==> src/verilog/scem_defines.vh <==
// constants of the serial command and error monitor block
// assumes a 16-bit frame, msb first, even parity in bit 0
`ifndef SCEM_DEFINES_VH
`define SCEM_DEFINES_VH

// ************************************************************
// frame layout
// ************************************************************
`define SCEM_FRAME_BITS 16
`define SCEM_CNT_W 5
`define SCEM_CNT_FULL 5'h10
`define SCEM_BIT_RW 15
`define SCEM_ADDR_HI 14
`define SCEM_ADDR_LO 1
`define SCEM_BIT_RESSEL 2
`define SCEM_NOP_WORD 16'h0000
`define SCEM_DATA_ZERO 14'h0000

// ************************************************************
// command addresses
// ************************************************************
`define SCEM_ADDR_STATUS 14'h335a
`define SCEM_ADDR_CLEAR 14'h3380
`define SCEM_ADDR_SWRESET 14'h3c00
`define SCEM_ADDR_ANGLE 14'h3fff

// ************************************************************
// error status word
// ************************************************************
`define SCEM_STATUS_W 14
`define SCEM_STATUS_RST 14'h0000
`define SCEM_ST_PARITY 0
`define SCEM_ST_CLOCK 1
`define SCEM_ST_ADDR 2
`define SCEM_ST_WATCH 4
`define SCEM_ST_MODE 5
`define SCEM_ST_FIELD 8
`define SCEM_ST_ROTATOR 9
`define SCEM_ST_BIAS 10
`define SCEM_ST_GAIN_LO 11
`define SCEM_ST_GAIN_HI 12

// ************************************************************
// misc
// ************************************************************
`define SCEM_ANGLE_W 12
`define SCEM_SETTLE_W 2
`define SCEM_SETTLE_DONE 2'h3

`endif

==> src/verilog/scem_frame_shift.v <==
// serial shifter and edge counter for one frame
// assumes sample and shift enables are one-cycle pulses on one clock
`timescale 1ns/1ps
`default_nettype none

module scem_frame_shift #(
    parameter WIDTH = 16,
    parameter CNT_W = 5
) (
    input wire clk,
    input wire rst_n,
    input wire start,
    input wire sample_en,
    input wire shift_en,
    input wire din,
    input wire [WIDTH-1:0] load_word,
    output reg [WIDTH-1:0] rx_word,
    output reg dout,
    output reg [CNT_W-1:0] count
);

reg [WIDTH-1:0] tx_word;

always @(posedge clk)
begin
    if (!rst_n)
    begin
        rx_word <= {WIDTH{1'b0}};
        tx_word <= {WIDTH{1'b0}};
        dout <= 1'b0;
        count <= {CNT_W{1'b0}};
    end
    else if (start)
    begin
        tx_word <= load_word;
        count <= {CNT_W{1'b0}};
    end
    else
    begin
        if (shift_en)
        begin
            dout <= tx_word[WIDTH-1];
            tx_word <= {tx_word[WIDTH-2:0], 1'b0};
        end
        if (sample_en)
        begin
            rx_word <= {rx_word[WIDTH-2:0], din};
            // saturate so a runaway clock still reads as too many
            if (count != {CNT_W{1'b1}})
                count <= count + {{(CNT_W-1){1'b0}}, 1'b1};
        end
    end
end

endmodule // scem_frame_shift

`default_nettype wire

==> src/verilog/scem_top.v <==
// serial slave command interface with error monitor
// assumes the angle datapath, oscillator and fuse store sit outside
`include "scem_defines.vh"
`timescale 1ns/1ps
`default_nettype none

module scem_top (
    input wire MCLK,
    input wire RST_N,
    input wire SCK,
    input wire SS_N,
    input wire MOSI,
    input wire WIRE_MODE,
    output wire MISO,
    output reg MISO_OE_N,
    input wire [`SCEM_ANGLE_W-1:0] ANGLE_DATA,
    input wire MEAS_DONE,
    input wire MEAS_BUSY,
    input wire SLEEPING,
    input wire OSC_READY,
    input wire FIELD_OVERRANGE,
    input wire ROTATOR_OVERFLOW,
    input wire BIAS_RANGE_FAULT,
    input wire GAIN_LOW_ALARM,
    input wire GAIN_HIGH_ALARM,
    output reg MEAS_START,
    output reg SOFT_RESET,
    output reg OTP_LOAD,
    output reg OSC_START,
    output reg WIRE_MODE_4W,
    output reg TRANSFER_FAULT_FLAG,
    output reg [`SCEM_STATUS_W-1:0] ERROR_STATUS_FLAGS
);

// ************************************************************
// pin synchronisers and edge detection
// ************************************************************
reg sck_s1, sck_s2, sck_s3;
reg ss_s1, ss_s2, ss_s3;
reg mosi_s1, mosi_s2;
reg wm_s1, wm_s2;

always @(posedge MCLK)
begin
    if (!RST_N)
    begin
        sck_s1 <= 1'b0;
        sck_s2 <= 1'b0;
        sck_s3 <= 1'b0;
        ss_s1 <= 1'b1;
        ss_s2 <= 1'b1;
        ss_s3 <= 1'b1;
        mosi_s1 <= 1'b0;
        mosi_s2 <= 1'b0;
        wm_s1 <= 1'b1;
        wm_s2 <= 1'b1;
    end
    else
    begin
        sck_s1 <= SCK;
        sck_s2 <= sck_s1;
        sck_s3 <= sck_s2;
        ss_s1 <= SS_N;
        ss_s2 <= ss_s1;
        ss_s3 <= ss_s2;
        mosi_s1 <= MOSI;
        mosi_s2 <= mosi_s1;
        wm_s1 <= WIRE_MODE;
        wm_s2 <= wm_s1;
    end
end

wire active = !ss_s2;
wire frame_start = ss_s3 && !ss_s2;
wire frame_end = !ss_s3 && ss_s2;
wire sck_fall = active && sck_s3 && !sck_s2;
wire sck_rise = active && !sck_s3 && sck_s2;

// ************************************************************
// shifter
// ************************************************************
reg [`SCEM_FRAME_BITS-1:0] resp_word;
wire [`SCEM_FRAME_BITS-1:0] rx_word;
wire [`SCEM_CNT_W-1:0] edge_count;

// full duplex, msb first; the answer loaded here was built last frame
scem_frame_shift #(
    .WIDTH(`SCEM_FRAME_BITS),
    .CNT_W(`SCEM_CNT_W)
) u_shift (
    .clk(MCLK),
    .rst_n(RST_N),
    .start(frame_start),
    .sample_en(sck_fall),
    .shift_en(sck_rise),
    .din(mosi_s2),
    .load_word(resp_word),
    .rx_word(rx_word),
    .dout(MISO),
    .count(edge_count)
);

// ************************************************************
// frame decode
// ************************************************************
wire [`SCEM_ADDR_HI-`SCEM_ADDR_LO:0] addr =
    rx_word[`SCEM_ADDR_HI:`SCEM_ADDR_LO];
wire is_read = rx_word[`SCEM_BIT_RW];
wire par_bad = ^rx_word;
wire cnt_bad = edge_count != `SCEM_CNT_FULL;
wire is_nop = rx_word == `SCEM_NOP_WORD;
wire rd_status = is_read && addr == `SCEM_ADDR_STATUS;
wire rd_clear = is_read && addr == `SCEM_ADDR_CLEAR;
wire rd_angle = is_read && addr == `SCEM_ADDR_ANGLE;
wire wr_reset = !is_read && addr == `SCEM_ADDR_SWRESET;
reg data_pending;
// 3-wire links cannot send commands, so every frame without a parity or count error reads the angle
wire three_wire = !WIRE_MODE_4W;
wire addr_bad = !three_wire && !data_pending && !is_nop &&
    !(rd_status || rd_clear || rd_angle || wr_reset);
wire frame_bad = par_bad || cnt_bad || addr_bad;
wire exec = frame_end && !frame_bad;

function [`SCEM_FRAME_BITS-1:0] scem_frame;
    input [`SCEM_STATUS_W-1:0] data;
    input flag;
    begin
        scem_frame = {data, flag, ^{data, flag}};
    end
endfunction

wire any_error = TRANSFER_FAULT_FLAG ||
    (ERROR_STATUS_FLAGS != `SCEM_STATUS_RST);
// alarm pair: 11 overrides the gain state when any error stands
wire frame_gain_high_bit = any_error || GAIN_HIGH_ALARM;
wire frame_gain_low_bit = any_error || (GAIN_LOW_ALARM && !GAIN_HIGH_ALARM);
wire [`SCEM_STATUS_W-1:0] angle_data =
    {frame_gain_high_bit, frame_gain_low_bit, ANGLE_DATA};

// ************************************************************
// reset sequencer
// ************************************************************
localparam ST_IDLE = 3'h0;
localparam ST_WAKE = 3'h1;
localparam ST_FIRE = 3'h2;
localparam ST_LOAD = 3'h3;
localparam ST_CONV = 3'h4;

reg [2:0] state;
reg [2:0] next_state;
reg reset_iface;
reg [`SCEM_SETTLE_W-1:0] settle;
wire sched_reset = exec && data_pending;

always @*
begin
    next_state = state;
    case (state)
        ST_IDLE:
            if (sched_reset)
                next_state = SLEEPING ? ST_WAKE : ST_FIRE;
        ST_WAKE:
            if (OSC_READY)
                next_state = ST_FIRE;
        ST_FIRE:
            next_state = ST_LOAD;
        ST_LOAD:
            if (settle == `SCEM_SETTLE_DONE)
                next_state = ST_CONV;
        ST_CONV:
            next_state = ST_IDLE;
        default:
            next_state = ST_IDLE;
    endcase
end

always @(posedge MCLK)
begin
    if (!RST_N)
    begin
        // power-on starts straight in the fuse load
        state <= ST_LOAD;
        settle <= {`SCEM_SETTLE_W{1'b0}};
        reset_iface <= 1'b0;
        OSC_START <= 1'b0;
        SOFT_RESET <= 1'b0;
        OTP_LOAD <= 1'b0;
        WIRE_MODE_4W <= 1'b1;
    end
    else
    begin
        state <= next_state;
        OSC_START <= state == ST_IDLE && next_state == ST_WAKE;
        SOFT_RESET <= state == ST_FIRE;
        OTP_LOAD <= state == ST_LOAD &&
            settle == `SCEM_SETTLE_DONE;
        if (sched_reset)
            reset_iface <= rx_word[`SCEM_BIT_RESSEL];
        if (state == ST_LOAD)
            settle <= settle + {{(`SCEM_SETTLE_W-1){1'b0}}, 1'b1};
        else
            settle <= {`SCEM_SETTLE_W{1'b0}};
        // settle gives the pin synchroniser time after power-up
        if (state == ST_LOAD && settle == `SCEM_SETTLE_DONE)
            WIRE_MODE_4W <= wm_s2;
    end
end

wire iface_clear = state == ST_FIRE && reset_iface;

// ************************************************************
// flags, status and response
// ************************************************************
always @(posedge MCLK)
begin
    if (!RST_N)
    begin
        TRANSFER_FAULT_FLAG <= 1'b0;
        ERROR_STATUS_FLAGS <= `SCEM_STATUS_RST;
        resp_word <= `SCEM_NOP_WORD;
        data_pending <= 1'b0;
        MEAS_START <= 1'b0;
        MISO_OE_N <= 1'b1;
    end
    else
    begin
        MISO_OE_N <= !active;
        MEAS_START <= (exec && !data_pending &&
            (rd_angle || three_wire)) || state == ST_CONV;
        ERROR_STATUS_FLAGS[`SCEM_ST_MODE] <= MEAS_BUSY;
        ERROR_STATUS_FLAGS[`SCEM_ST_FIELD] <= FIELD_OVERRANGE;
        ERROR_STATUS_FLAGS[`SCEM_ST_ROTATOR] <= ROTATOR_OVERFLOW;
        ERROR_STATUS_FLAGS[`SCEM_ST_BIAS] <= BIAS_RANGE_FAULT;
        ERROR_STATUS_FLAGS[`SCEM_ST_GAIN_LO] <= GAIN_LOW_ALARM;
        ERROR_STATUS_FLAGS[`SCEM_ST_GAIN_HI] <= GAIN_HIGH_ALARM;
        if (exec && !data_pending && (rd_angle || three_wire))
            ERROR_STATUS_FLAGS[`SCEM_ST_WATCH] <= 1'b1;
        else if (MEAS_DONE)
            ERROR_STATUS_FLAGS[`SCEM_ST_WATCH] <= 1'b0;
        if (iface_clear)
        begin
            TRANSFER_FAULT_FLAG <= 1'b0;
            ERROR_STATUS_FLAGS[`SCEM_ST_PARITY] <= 1'b0;
            ERROR_STATUS_FLAGS[`SCEM_ST_CLOCK] <= 1'b0;
            ERROR_STATUS_FLAGS[`SCEM_ST_ADDR] <= 1'b0;
            resp_word <= `SCEM_NOP_WORD;
            data_pending <= 1'b0;
        end
        else if (frame_end)
        begin
            if (frame_bad)
            begin
                // flag sticks until an explicit clear
                TRANSFER_FAULT_FLAG <= 1'b1;
                if (par_bad)
                    ERROR_STATUS_FLAGS[`SCEM_ST_PARITY] <= 1'b1;
                if (cnt_bad)
                    ERROR_STATUS_FLAGS[`SCEM_ST_CLOCK] <= 1'b1;
                if (addr_bad)
                    ERROR_STATUS_FLAGS[`SCEM_ST_ADDR] <= 1'b1;
                data_pending <= 1'b0;
                resp_word <= scem_frame(`SCEM_DATA_ZERO, 1'b1);
            end
            else if (data_pending)
            begin
                data_pending <= 1'b0;
                resp_word <= scem_frame(rx_word[`SCEM_ADDR_HI:
                    `SCEM_ADDR_LO], TRANSFER_FAULT_FLAG);
            end
            else if (three_wire || rd_angle)
                resp_word <= scem_frame(angle_data,
                    TRANSFER_FAULT_FLAG);
            else if (rd_clear)
            begin
                // clear is only reachable in 4-wire mode
                TRANSFER_FAULT_FLAG <= 1'b0;
                ERROR_STATUS_FLAGS[`SCEM_ST_PARITY] <= 1'b0;
                ERROR_STATUS_FLAGS[`SCEM_ST_CLOCK] <= 1'b0;
                ERROR_STATUS_FLAGS[`SCEM_ST_ADDR] <= 1'b0;
                resp_word <= `SCEM_NOP_WORD;
            end
            else if (rd_status)
                resp_word <= scem_frame(ERROR_STATUS_FLAGS,
                    TRANSFER_FAULT_FLAG);
            else if (wr_reset)
            begin
                data_pending <= 1'b1;
                resp_word <= scem_frame(`SCEM_DATA_ZERO,
                    TRANSFER_FAULT_FLAG);
            end
            else
                resp_word <= scem_frame(`SCEM_DATA_ZERO,
                    TRANSFER_FAULT_FLAG);
        end
    end
end

endmodule // scem_top

`default_nettype wire

==> config.mk <==
export PLATFORM = sky130hd
export DESIGN_NAME = scem_top
export DESIGN_NICKNAME = d
export VERILOG_FILES = /design/src/verilog/scem_frame_shift.v /design/src/verilog/scem_top.v
export VERILOG_INCLUDE_DIRS = /design/src /design/src/verilog
export SDC_FILE = /design/constraint.sdc
export NUM_CORES = 1
export LEC_CHECK = 0
export CAP_MARGIN = 0
export CORE_MARGIN = 2
export CORE_UTILIZATION = 63
export DETAILED_ROUTE_END_ITERATION = 8
export DONT_BUFFER_PORTS = 1
export GPL_ROUTABILITY_DRIVEN = 0
export GPL_TIMING_DRIVEN = 0
export HOLD_SLACK_MARGIN = 0.03
export PLACE_DENSITY = 0.79
export SLEW_MARGIN = 20
export SYNTH_ARGS = -nofsm -noshare
export SYNTH_HDL_FRONTEND = slang
export SYNTH_SLANG_ARGS = --single-unit
==> constraint.sdc <==
create_clock -name MCLK -period 2.6 [get_ports MCLK]
set_input_delay 0.78 -clock MCLK [delete_from_list [all_inputs] [get_ports MCLK]]
set_output_delay 0.78 -clock MCLK [all_outputs]
set_load 0.02 [all_outputs]
== After elaboration in Yosys (flattened, before gate mapping) ==
Cells that the tools add are included.
Cells by class
  add/sub/neg operators: 2
  multiply operators: 0
  divide/modulo/power cells: 0
  $lt $le $gt $ge: 0
  equal/unequal tests: 17
  shifts and indexed selects: 0
  mux-type cells: 31
  bitwise logic cells: 2
  reduce and logical (&&, ||, !) cells: 63
Operators by type and width (number)
  16-bit two-way mux: 5
  15-bit parity: 4
  14-bit equality test (second input constant): 4
  15-bit two-way mux: 2
  1-bit logical AND: 21
  3-bit two-way mux: 7
  16-bit zero test: 1
  16-bit parity: 1
  1-bit two-way mux: 15
  5-bit AND reduction: 3
  14-bit nonzero test: 1
  3-bit one-hot mux with 4 select lines: 1
  1-bit zero test: 11
  1-bit logical OR: 10
  5-bit inequality test (second input constant): 2
  2-bit inequality test (second input constant): 4
  2-bit AND reduction: 4
  3-bit by 1-bit equality test with 1-bit output (second input constant): 2
  3-bit by 2-bit equality test with 1-bit output (second input constant): 2
  2-bit nonzero test: 3
  5-bit by 1-bit adder with 5-bit output (second input constant): 1
  4-bit AND reduction: 1
  2-bit OR reduction: 2
  3-bit equality test (second input constant): 1
  6 further kinds: 7
Storage, ports and cells
  register bits: 87
  bits in latches: 0
  RAM bits: 0
  memory bits (read-only): 0
  memories: 0

== Longest topological paths before layout ==
Gate-level depths: netlist (run 1).
  word-level depth: 15
  mapped depth: 9

== Cells and area by module ==
A second synthesis (run 1) with hierarchy kept.
Second synthesis, totals
  cells, all modules: 491
  area total of the unflattened synthesis: 4388.0 um^2
By module, submodules not included
  scem_top: instances 1, cells an instance 303, area each 2688.8 um^2, seq. area each 980.9 um^2
  scem_frame_shift: instances 1, cells an instance 188, area each 1699.1 um^2, seq. area each 760.7 um^2

== Worst setup path before layout (run 1) ==
Ideal clock, no wire load.
  path type: reg-to-reg
  start point: register u_shift.rx_word[8]
  end point: register ERROR_STATUS_FLAGS[0]
  library setup time: 0.128 ns
  data arrival time: 2.146 ns
  required time: 2.472 ns
  path slack: 0.326 ns
  stages on the path, launching flop included: 10
  path buffers: 1
  clock period less this slack: 2.274 ns
  path through: dfxtp_1 > buf_2 > inv_1 > ha_1 > xor2_1 > xnor3_2 > xor2_1 > a311oi_2 > a2bb2oi_1 > nor2_1
Between the ends
  cells in the longest elaborated chain, start to end: 10
  elaborated cells on any way between the ends: 26
Ends and longest elaborated chain
  from (decl): RTL line scem_frame_shift.v:17  | output reg [WIDTH-1:0] rx_word,
  from (signal assigned): RTL line scem_frame_shift.v:28  | rx_word <= {WIDTH{1'b0}};
  from (signal assigned): RTL line scem_frame_shift.v:47  | rx_word <= {rx_word[WIDTH-2:0], din};
  14-bit equality test (no line)
  1-bit logical AND (no line)
  1-bit logical OR (3 in series): RTL line scem_top.v:120  | !(rd_status || rd_clear || rd_angle || wr_reset);
  1-bit zero test: RTL line scem_top.v:120
  1-bit logical AND: RTL line scem_top.v:119  | wire addr_bad = !three_wire && !data_pending && !is_nop &&
  1-bit logical OR: RTL line scem_top.v:121  | wire frame_bad = par_bad || cnt_bad || addr_bad;
  2-bit inequality test (no line) (tied with other cells)
  5-bit AND reduction (no line)
  to (signal assigned): RTL line scem_top.v:219  | ERROR_STATUS_FLAGS <= `SCEM_STATUS_RST;
  to (decl): RTL line scem_top.v:32  | output reg [`SCEM_STATUS_W-1:0] ERROR_STATUS_FLAGS
Several ways; a longest one is shown, not always the timed one.
A chain may end at the register's enable or synchronous reset.

== Worst setup path in the final report (run 1) ==
  start point: register u_shift.rx_word[2]
  end point: register TRANSFER_FAULT_FLAG
Between the ends
  cells in the longest elaborated chain, start to end: 10
  elaborated cells on any way between the ends: 25
Ends and longest elaborated chain
  14-bit equality test (no line)
  1-bit logical AND (no line)
  1-bit logical OR (3 in series): RTL line scem_top.v:120
  1-bit zero test: RTL line scem_top.v:120
  1-bit logical AND: RTL line scem_top.v:119
  1-bit logical OR: RTL line scem_top.v:121
  2-bit inequality test (no line) (tied with other cells)
  4-bit AND reduction (no line)
  to (signal assigned): RTL line scem_top.v:218  | TRANSFER_FAULT_FLAG <= 1'b0;
  to (signal assigned): RTL line scem_top.v:242  | TRANSFER_FAULT_FLAG <= 1'b0;
  to (signal assigned): RTL line scem_top.v:254  | TRANSFER_FAULT_FLAG <= 1'b1;
  to (decl): RTL line scem_top.v:31  | output reg TRANSFER_FAULT_FLAG,
Several ways; a longest one is shown, not always the timed one.

==> results of run 1 <==
-- layout make-up --
class	instances	area share (%)
plain buffers	28	2.92
clock buffers	11	3.36
clock inverters	5	1.42
inverters	25	2.08
multi-input cells	327	48.8
flip-flops and latches	87	38.8
well taps	77	2.14
repair buffers	3	0.500
-- worst max-delay path by stage --
stage               cells after the start                     to  slack, ps
floorplan                               9  ERROR_STATUS_FLAGS[0]        330
global placement                        9    TRANSFER_FAULT_FLAG         40
detailed placement                      8           data_pending         -9
CTS                                     9    TRANSFER_FAULT_FLAG         30
global route                            9    TRANSFER_FAULT_FLAG          2
finish                                  9    TRANSFER_FAULT_FLAG         80
-- flip-flops by register name (all words and copies together) (netlist names), 2 cells and up --
name and count:
u_shift.tx_word 16, u_shift.rx_word 16, state 3, resp_word 16, u_shift.count 5, settle 2, ERROR_STATUS_FLAGS 10
-- cell usage in the layout, fill, tap and decap left out, types with 8 or more instances in the layout --
cell,netlist,layout
dfxtp_1,87,82
nand2_1,65,65
nor2_1,42,41
a21oi_1,33,33
inv_1,24,24
xnor2_1,20,20
clkbuf_1,17,17
a222oi_1,17,17
ha_1,14,14
and2_1,13,13
clkbuf_8,0,11
a22oi_1,10,10
buf_4,5,9
nand4_1,9,9
nand2b_1,8,8
nand3_1,8,8
-- logic make-up after synthesis --
kind of cell / after synthesis / share of synthesized area, %
buf+inv: 53 / 5.40
flops: 87 / 42.2
simple gates: 181 / 22.1
other cells: 1 / 0.0909
xor+xnor: 31 / 7.61
fa+ha+maj: 14 / 4.25
mux: 7 / 1.85
compound gates: 90 / 16.5
-- power by group --
part	total (mW)	leakage (nW)	internal, mW	switching (mW)
combinational	0.262	0.788	0.124	0.138
sequential	1.43	0.708	1.38	0.0544
clock	1.01	0.0997	0.503	0.504
total	2.70	1.60	2.00	0.697
-- repair_timing --
action                                  CTS  global route
endpoints found under the setup margin    9            12
pin swaps                                 2             2
buffers inserted                          2             1
gates resized for setup                   3             8
endpoints found under the hold margin     0             0
-- per-stage QoR --
step                hold slack (ps)  util, %  instance area (um2)  power [mW]
finish                          413     71.0                 4510        2.70
global route                    447     71.0                 4510        2.78
CTS                             416     70.5                 4480        2.70
detailed placement              395     66.7                 4230        1.72
global placement                388     66.7                 4230        1.70
floorplan                       386        -                 4140        1.66
-- routing by layer --
metal  routed length [um]  share of wire, %
met2                 4700                46
met5                    0                 0
met4                  369               3.6
met1                 4220                41
met3                  883               8.7
==> results.ini, run 1 <==
[outcome]
status=finished clean

[logic_synthesis]
synthArstFlopShare_pct=0
postSynthAreaPerCell_um2=8.89
ys.flop_type=dfxtp_1
synth_top_area_share_pct=42.2
yosys-top-cells-area=dfxtp_1 42%, nand2_1 5.9%, ha_1 4.2%
yosys.area.top_type=dfxtp_1
synth.most_common_cell=dfxtp_1
synth_edf_count=0
yosys_register_bits=87
synth.yosys.warnings=0
netlist_instances=464
ys_seq_area_share_pct=42.2
netlist_area_um2=4130
synth_commonest_cells=87 x dfxtp_1, 65 x nand2_1, 42 x nor2_1
ys_types=60

[setup_path]
crit_family=XOR/XNOR gates
startpoint=u_shift.rx_word[2]
path_class=reg2reg
slowest_delay_ps=520
critPathCaptureType=register
cp_slowest_cell=xnor3_2
rr_endpoint=TRANSFER_FAULT_FLAG
crit_buf_inv=2
start_kind=register
timing.rr.start=u_shift.rx_word[2]
crit_chain=inv_1, ha_1, xnor2_1, xnor3_2, xor2_1, a311oi_2, buf_4, a2bb2oi_1, nor2_1
crit_arrival_ps=2750
path_max_fanout=7
worstPathRequired_ps=2840
reg2reg_depth=9
worst-r2r-setup-slack_ps=80

[clock_network]
cts_buffers=9
cts_buffer_depth=2
cts-htree-levels=3
cts_tree=done
insertion_delay_ps=370
clockRootBuffer=clkbuf_8
clkTransAtPathRegs_ps=80
cts_hold_buf=0
cts.sinks=87

[floorplanning]
io_pins=49
num_rows=29
start_util_pct=65.0
fp.dieW_um=84.9
core_region_area_um2=6350
fp.dieH_um=84.9
die-area_um2=7210

[route]
drt_pass1_iterations=8
drcViolationCount=0
wire_per_inst_um=18.1
vias_per_cell=6.20
drtIter0Drc=457
drt_wl_total_um=10200
ant_nets=0
vias=3491

[grt]
grt_max_degree=16
grtUsageTotal_pct=28.8
grt_pass1_vias=3365
met2_usage_pct=45.6
grt_most_used_layer=met2
overflow=0
antenna_found_initial=0
grt_pass1_wl_um=16100
met1_usage_pct=36.4
grtUsageMet3_pct=6.61

[pwr]
p_leak_nw=1.60
pwr_density_cell_nw_per_um2=599
ir_worst_vdd_mv=0.550

[placement]
post-place-ws_ps=-8.50
io_buffers=0
hpwl_um=7390
dp.cells=544

[min_path]
hp-start=ss_s1
hp-class=reg2reg
min_to=ss_s2
holdPathStages=1

[timing]
post-route-period-util_pct=96.8
setup-tns-final_ps=0
worst_pin_slew_ps=938
rsz0062_at_grt=false
hold_viol=0
setup_violations=0
layout_min_cycle_time_ps=2520
max_freq_ghz=0.397
drv_slew=0
slew_headroom_pct=37.3
setup_slack_ps=84.1
finalClockSkew_ps=12.9

[layout]
syn_to_final_growth_pct=9.19
num_antenna_cells=0
stdcell_count=563
regArea_um2=1750
multi_input_area_um2=2200
fillers=486
final_nets=522
drive_gt1_share_pct=10.5

[flow_run]
drv_cap=0

Note: power is estimated with default switching activity, not from simulation.
==> run 2: changes to the inputs <==
- PLACE_DENSITY: 0.79 -> 0.87
==> results.ini, run 2 (synthesized netlist as in run 1, its figures left out) <==
[layout]
drive_gt1_share_pct=10.1  ; -0.37 points
num_antenna_cells=0  ; unchanged
final_common_cell=dfxtp_1
syn_to_final_growth_pct=8.19
layout_common_cells=80 x dfxtp_1, 65 x nand2_1, 41 x nor2_1, 33 x a21oi_1, 24 x inv_1
reg.largest.list=resp_word x16, u_shift.rx_word x16, u_shift.tx_word x16
final_nets=520  ; -0.38%
fillers=463  ; -4.7%

[timing]
worst_pin_slew_ps=976  ; +38.1 ps
drv_slew=0  ; unchanged
finalClockSkew_ps=10.9  ; -1.97 ps
slew_headroom_pct=34.8  ; -2.5 points
setup-tns-final_ps=0  ; unchanged
rsz0062_at_grt=false
max_freq_ghz=0.396  ; -0.34%
post-route-period-util_pct=97.1  ; +0.33 points
layout_min_cycle_time_ps=2520  ; +8.63 ps
setup_violations=0  ; unchanged
hold_viol=0  ; unchanged

[setup_path]
worstPathRequired_ps=2830  ; about the same
cp_slowest_cell=dfxtp_1
crit_buf_inv=2  ; unchanged
start_kind=register
path_max_fanout=6  ; -1
critPathCaptureType=register
crit_arrival_ps=2760  ; about the same
path_class=reg2reg
crit_chain=inv_1, ha_1, xnor2_1, xnor3_2, xor2_1, a311oi_2, buf_4, a2bb2oi_1, nor2_1
crit_family=XOR/XNOR gates
slowest_delay_ps=460  ; -60 ps

[floorplanning]
die-area_um2=7210  ; unchanged
core_region_area_um2=6350  ; unchanged
start_util_pct=65.0  ; unchanged
num_rows=29  ; unchanged
io_pins=49  ; unchanged
fp.dieW_um=84.9  ; unchanged
fp.dieH_um=84.9  ; unchanged

[route]
vias=3564  ; +2.1%
ant_nets=0  ; unchanged
drcViolationCount=0  ; unchanged
drtIter0Drc=472  ; +3.3%
vias_per_cell=6.35  ; +2.5%
wire_per_inst_um=19.0  ; +5.4%
drt_pass1_iterations=8  ; unchanged
drt_wl_total_um=10700  ; +5.0%

[clock_network]
cts_tree=done
cts_buffers=9  ; unchanged
clkTransAtPathRegs_ps=90  ; about the same
clockRootBuffer=clkbuf_8
cts_hold_buf=0  ; unchanged
cts-htree-levels=3  ; unchanged
insertion_delay_ps=370  ; about the same
cts_buffer_depth=2  ; unchanged
cts.sinks=87  ; unchanged

[grt]
antenna_found_initial=0  ; unchanged
grtUsageTotal_pct=30.3  ; +1.5 points
grt_max_degree=16  ; unchanged
grt_pass1_vias=3439  ; +2.2%
grt_pass1_wl_um=17100  ; +5.7%
overflow=0  ; unchanged

[pwr]
finalPower_mw=2.66  ; -1.5%
pwr_density_cell_nw_per_um2=596  ; -0.62%
p_leak_nw=1.60  ; +0.20%
ir_worst_vdd_mv=0.634  ; +15%

[placement]
io_buffers=0  ; unchanged
hpwl_um=7680  ; +3.8%

[outcome]
status=finished clean

[min_path]
hp-class=reg2reg

[flow_run]
drv_cap=0  ; unchanged

run 2: cell type report:
type	instances	area, um2	area share [%]
multi-input cells	327	2190	49.1
repair buffers	1	7.51	0.168
flip-flops and latches	87	1750	39.3
clock buffers	10	128	2.86
clock inverters	6	66.3	1.49
inverters	25	93.8	2.10
well taps	77	96.3	2.16
plain buffers	28	129	2.89
run 2: final timing paths:
kind / startpoint / endpoint / slack [ps] / cells after the start
min reg2reg: ss_s1 / ss_s2 / 420 / 1
max reg2reg: u_shift.rx_word[5] / ERROR_STATUS_FLAGS[1] / 80 / 9
max: u_shift.rx_word[5] / ERROR_STATUS_FLAGS[1] / 80 / 9
min: ss_s1 / ss_s2 / 420 / 1
run 2: report_power, final:
part | switching, mW | internal (mW)
Clock | 0.508 | 0.452
Sequential | 0.0568 | 1.38
Combinational | 0.141 | 0.126
Total | 0.706 | 1.95
run 2: metrics by stage:
step	util (%)	cell area, um2	worst slack [ps]	hold WS [ps]	std cells
2_1_floorplan	-	4140	326	386	467
3_3_place_gp	66.7	4230	106	389	544
3_5_place_dp	66.7	4230	12.9	405	544
4_1_cts	69.7	4430	-1.56	425	560
5_1_grt	70.3	4460	5.38	428	561
6_report	70.3	4460	75.5	422	561
run 2: metal layers:
layer	track usage, %	share of wire, %	up-vias
met5	0	0	-
met4	11.7	2.3	0
met3	9.24	9.6	21
met2	49.2	47	186
met1	38.0	41	1705
li1	-	-	1652
run 2: repair_timing:
item,CTS,global route
pin swaps,0,2
setup buffers,0,1
setup endpoints to repair,1,18
endpoints found under the hold margin,0,0
resized for setup,0,11
==> run 3: changes to the inputs <==
- CELL_PAD_IN_SITES_DETAIL_PLACEMENT: unset -> 0
- CELL_PAD_IN_SITES_GLOBAL_PLACEMENT: unset -> 1
- CORE_UTILIZATION: 63 -> 48
==> results.ini, run 3 (synthesized netlist as in run 1, its figures left out) <==
[outcome]
status=finished clean

[pwr]
finalPower_mw=2.53  ; -4.7%
pwr_density_cell_nw_per_um2=564  ; -5.3%
p_leak_nw=1.59  ; -0.33%
seq_power_share_pct=56.5  ; +2.6 points
power.switching_mw=0.685  ; -3.0%
clkPwrFrac_pct=33.6  ; -2.5 points
p_sw_share_pct=27.0  ; +0.48 points
p_int_mw=1.85  ; -5.3%
p_comb_share_pct=10.0  ; about the same
ir_worst_vdd_mv=0.455  ; -28%

[floorplanning]
fp.dieH_um=96.7  ; +14%
start_util_pct=50.0  ; -15 points
core_region_area_um2=8260  ; +30%
die-area_um2=9350  ; +30%
fp.dieW_um=96.7  ; +14%
num_rows=33  ; +14%
io_pins=49  ; unchanged

[setup_path]
crit_arrival_ps=2710  ; -50 ps
path_max_fanout=7  ; +1
worstPathRequired_ps=2830  ; about the same
path_class=reg2reg
critPathCaptureType=register
crit_chain=inv_1, ha_1, xnor2_1, xnor3_2, xor2_1, a311oi_2, buf_4, a2bb2oi_1, nor2_1
start_kind=register
crit_family=XOR/XNOR gates
slowest_delay_ps=520  ; +60 ps
cp_slowest_cell=xnor3_2
crit_buf_inv=2  ; unchanged

[route]
drt_pass1_iterations=7  ; -1
ant_nets=0  ; unchanged
wire_per_inst_um=17.5  ; -8.3%
drt_wl_total_um=10300  ; -3.5%
vias_per_cell=5.84  ; -8.1%
drcViolationCount=0  ; unchanged
drtIter0Drc=301  ; -36%
vias=3446  ; -3.3%

[clock_network]
cts_tree=done
cts_hold_buf=0  ; unchanged
insertion_delay_ps=360  ; about the same
clockRootBuffer=clkbuf_8
cts.sinks=87  ; unchanged
clkTransAtPathRegs_ps=90  ; about the same
cts_buffer_depth=2  ; unchanged
cts-htree-levels=3  ; unchanged
cts_buffers=9  ; unchanged

[layout]
drive_gt1_share_pct=10.9  ; +0.80 points
final_common_cell=dfxtp_1
num_antenna_cells=0  ; unchanged
final_nets=522  ; +0.38%
syn_to_final_growth_pct=8.88
layout_common_cells=78 x dfxtp_1, 65 x nand2_1, 41 x nor2_1, 33 x a21oi_1, 24 x inv_1
final_area_um2=4490  ; +0.64%
reg.largest.list=resp_word x16, u_shift.rx_word x16, u_shift.tx_word x16

[flow_run]
drv_cap=0  ; unchanged

[timing]
worst_pin_slew_ps=843  ; -133 ps
slew_headroom_pct=43.7  ; +8.9 points
max_freq_ghz=0.404  ; +2.0%
post-route-period-util_pct=95.2  ; -1.9 points
setup_violations=0  ; unchanged
layout_min_cycle_time_ps=2470  ; -50.0 ps
drv_slew=0  ; unchanged
finalClockSkew_ps=7.69  ; -3.21 ps
hold_viol=0  ; unchanged
holdWs_ps=412  ; -9.87 ps

[grt]
antenna_found_initial=0  ; unchanged
grtUsageTotal_pct=22.6  ; -7.8 points
grt_pass1_wl_um=16900  ; -0.73%
overflow=0  ; unchanged
grt_max_degree=16  ; unchanged
grt_pass1_vias=3337  ; -3.0%

[placement]
placedInstanceArea_um2=4270  ; +0.83%
io_buffers=0  ; unchanged
hpwl_um=7810  ; +1.7%

[min_path]
hp-class=reg2reg

[run 3: changes by cell type in the layout (fill, tap and decap cells not counted), sizes merged]
cell,change
bufinv,-1
clkbuf,-1
clkinvlp,+1
buf,+2
clkinv,+1
inv,-1
[run 3: cell type report]
class                      count  area (um2)
tap                          105         131
fill                         761        3760
multi-input combinational    327        2190
timing repair buffer           3        22.5
clock inverter                 6        46.3
buffer                        28         129
inverter                      25        93.8
sequential                    87        1760
clock buffer                   9         124
[run 3: power by group through the flow]
stage	clock [mW]	combinational (mW)	sequential, mW
3_3_place_gp	0	0.246	1.46
3_5_place_dp	0	0.251	1.46
6_report	0.851	0.253	1.43
2_1_floorplan	0	0.210	1.45
5_1_grt	0.918	0.290	1.44
4_1_cts	0.861	0.252	1.43
[run 3: path summary, 6_finish.rpt]
path,from,endpoint,slack (ps),cells past startpoint
worst min register to register,wm_s1,wm_s2,410,1
worst min-delay path,wm_s1,wm_s2,410,1
worst max-delay path,u_shift.rx_word[2],ERROR_STATUS_FLAGS[1],130,9
worst max register to register,u_shift.rx_word[2],ERROR_STATUS_FLAGS[1],130,9
[run 3: through the flow]
| stage | util [%] | std cells | setup TNS (ps) | worst slack, ps |
|---|---|---|---|---|
| floorplan | - | 467 | 0 | 326 |
| global placement | 51.7 | 572 | 0 | 43.7 |
| detailed placement | 51.7 | 572 | -20.5 | -10.7 |
| CTS | 53.8 | 587 | -114 | -45.2 |
| global route | 54.4 | 590 | -13.1 | -8.05 |
| finish | 54.4 | 590 | 0 | 125 |
[run 3: timing repair]
| action | 4_1_cts | 5_1_grt |
|---|---|---|
| setup endpoints to repair | 5 | 17 |
| pin swaps | 0 | 2 |
| setup buffers | 0 | 3 |
| resized for setup | 0 | 13 |
[run 3: per-layer routing]
metal / up-vias / track usage, % / wire [um]
met5: - / 0 / 0
met1: 1648 / 29.9 / 4640
met4: 0 / 9.10 / 236
met3: 17 / 5.64 / 869
li1: 1656 / - / -
met2: 125 / 35.3 / 4560
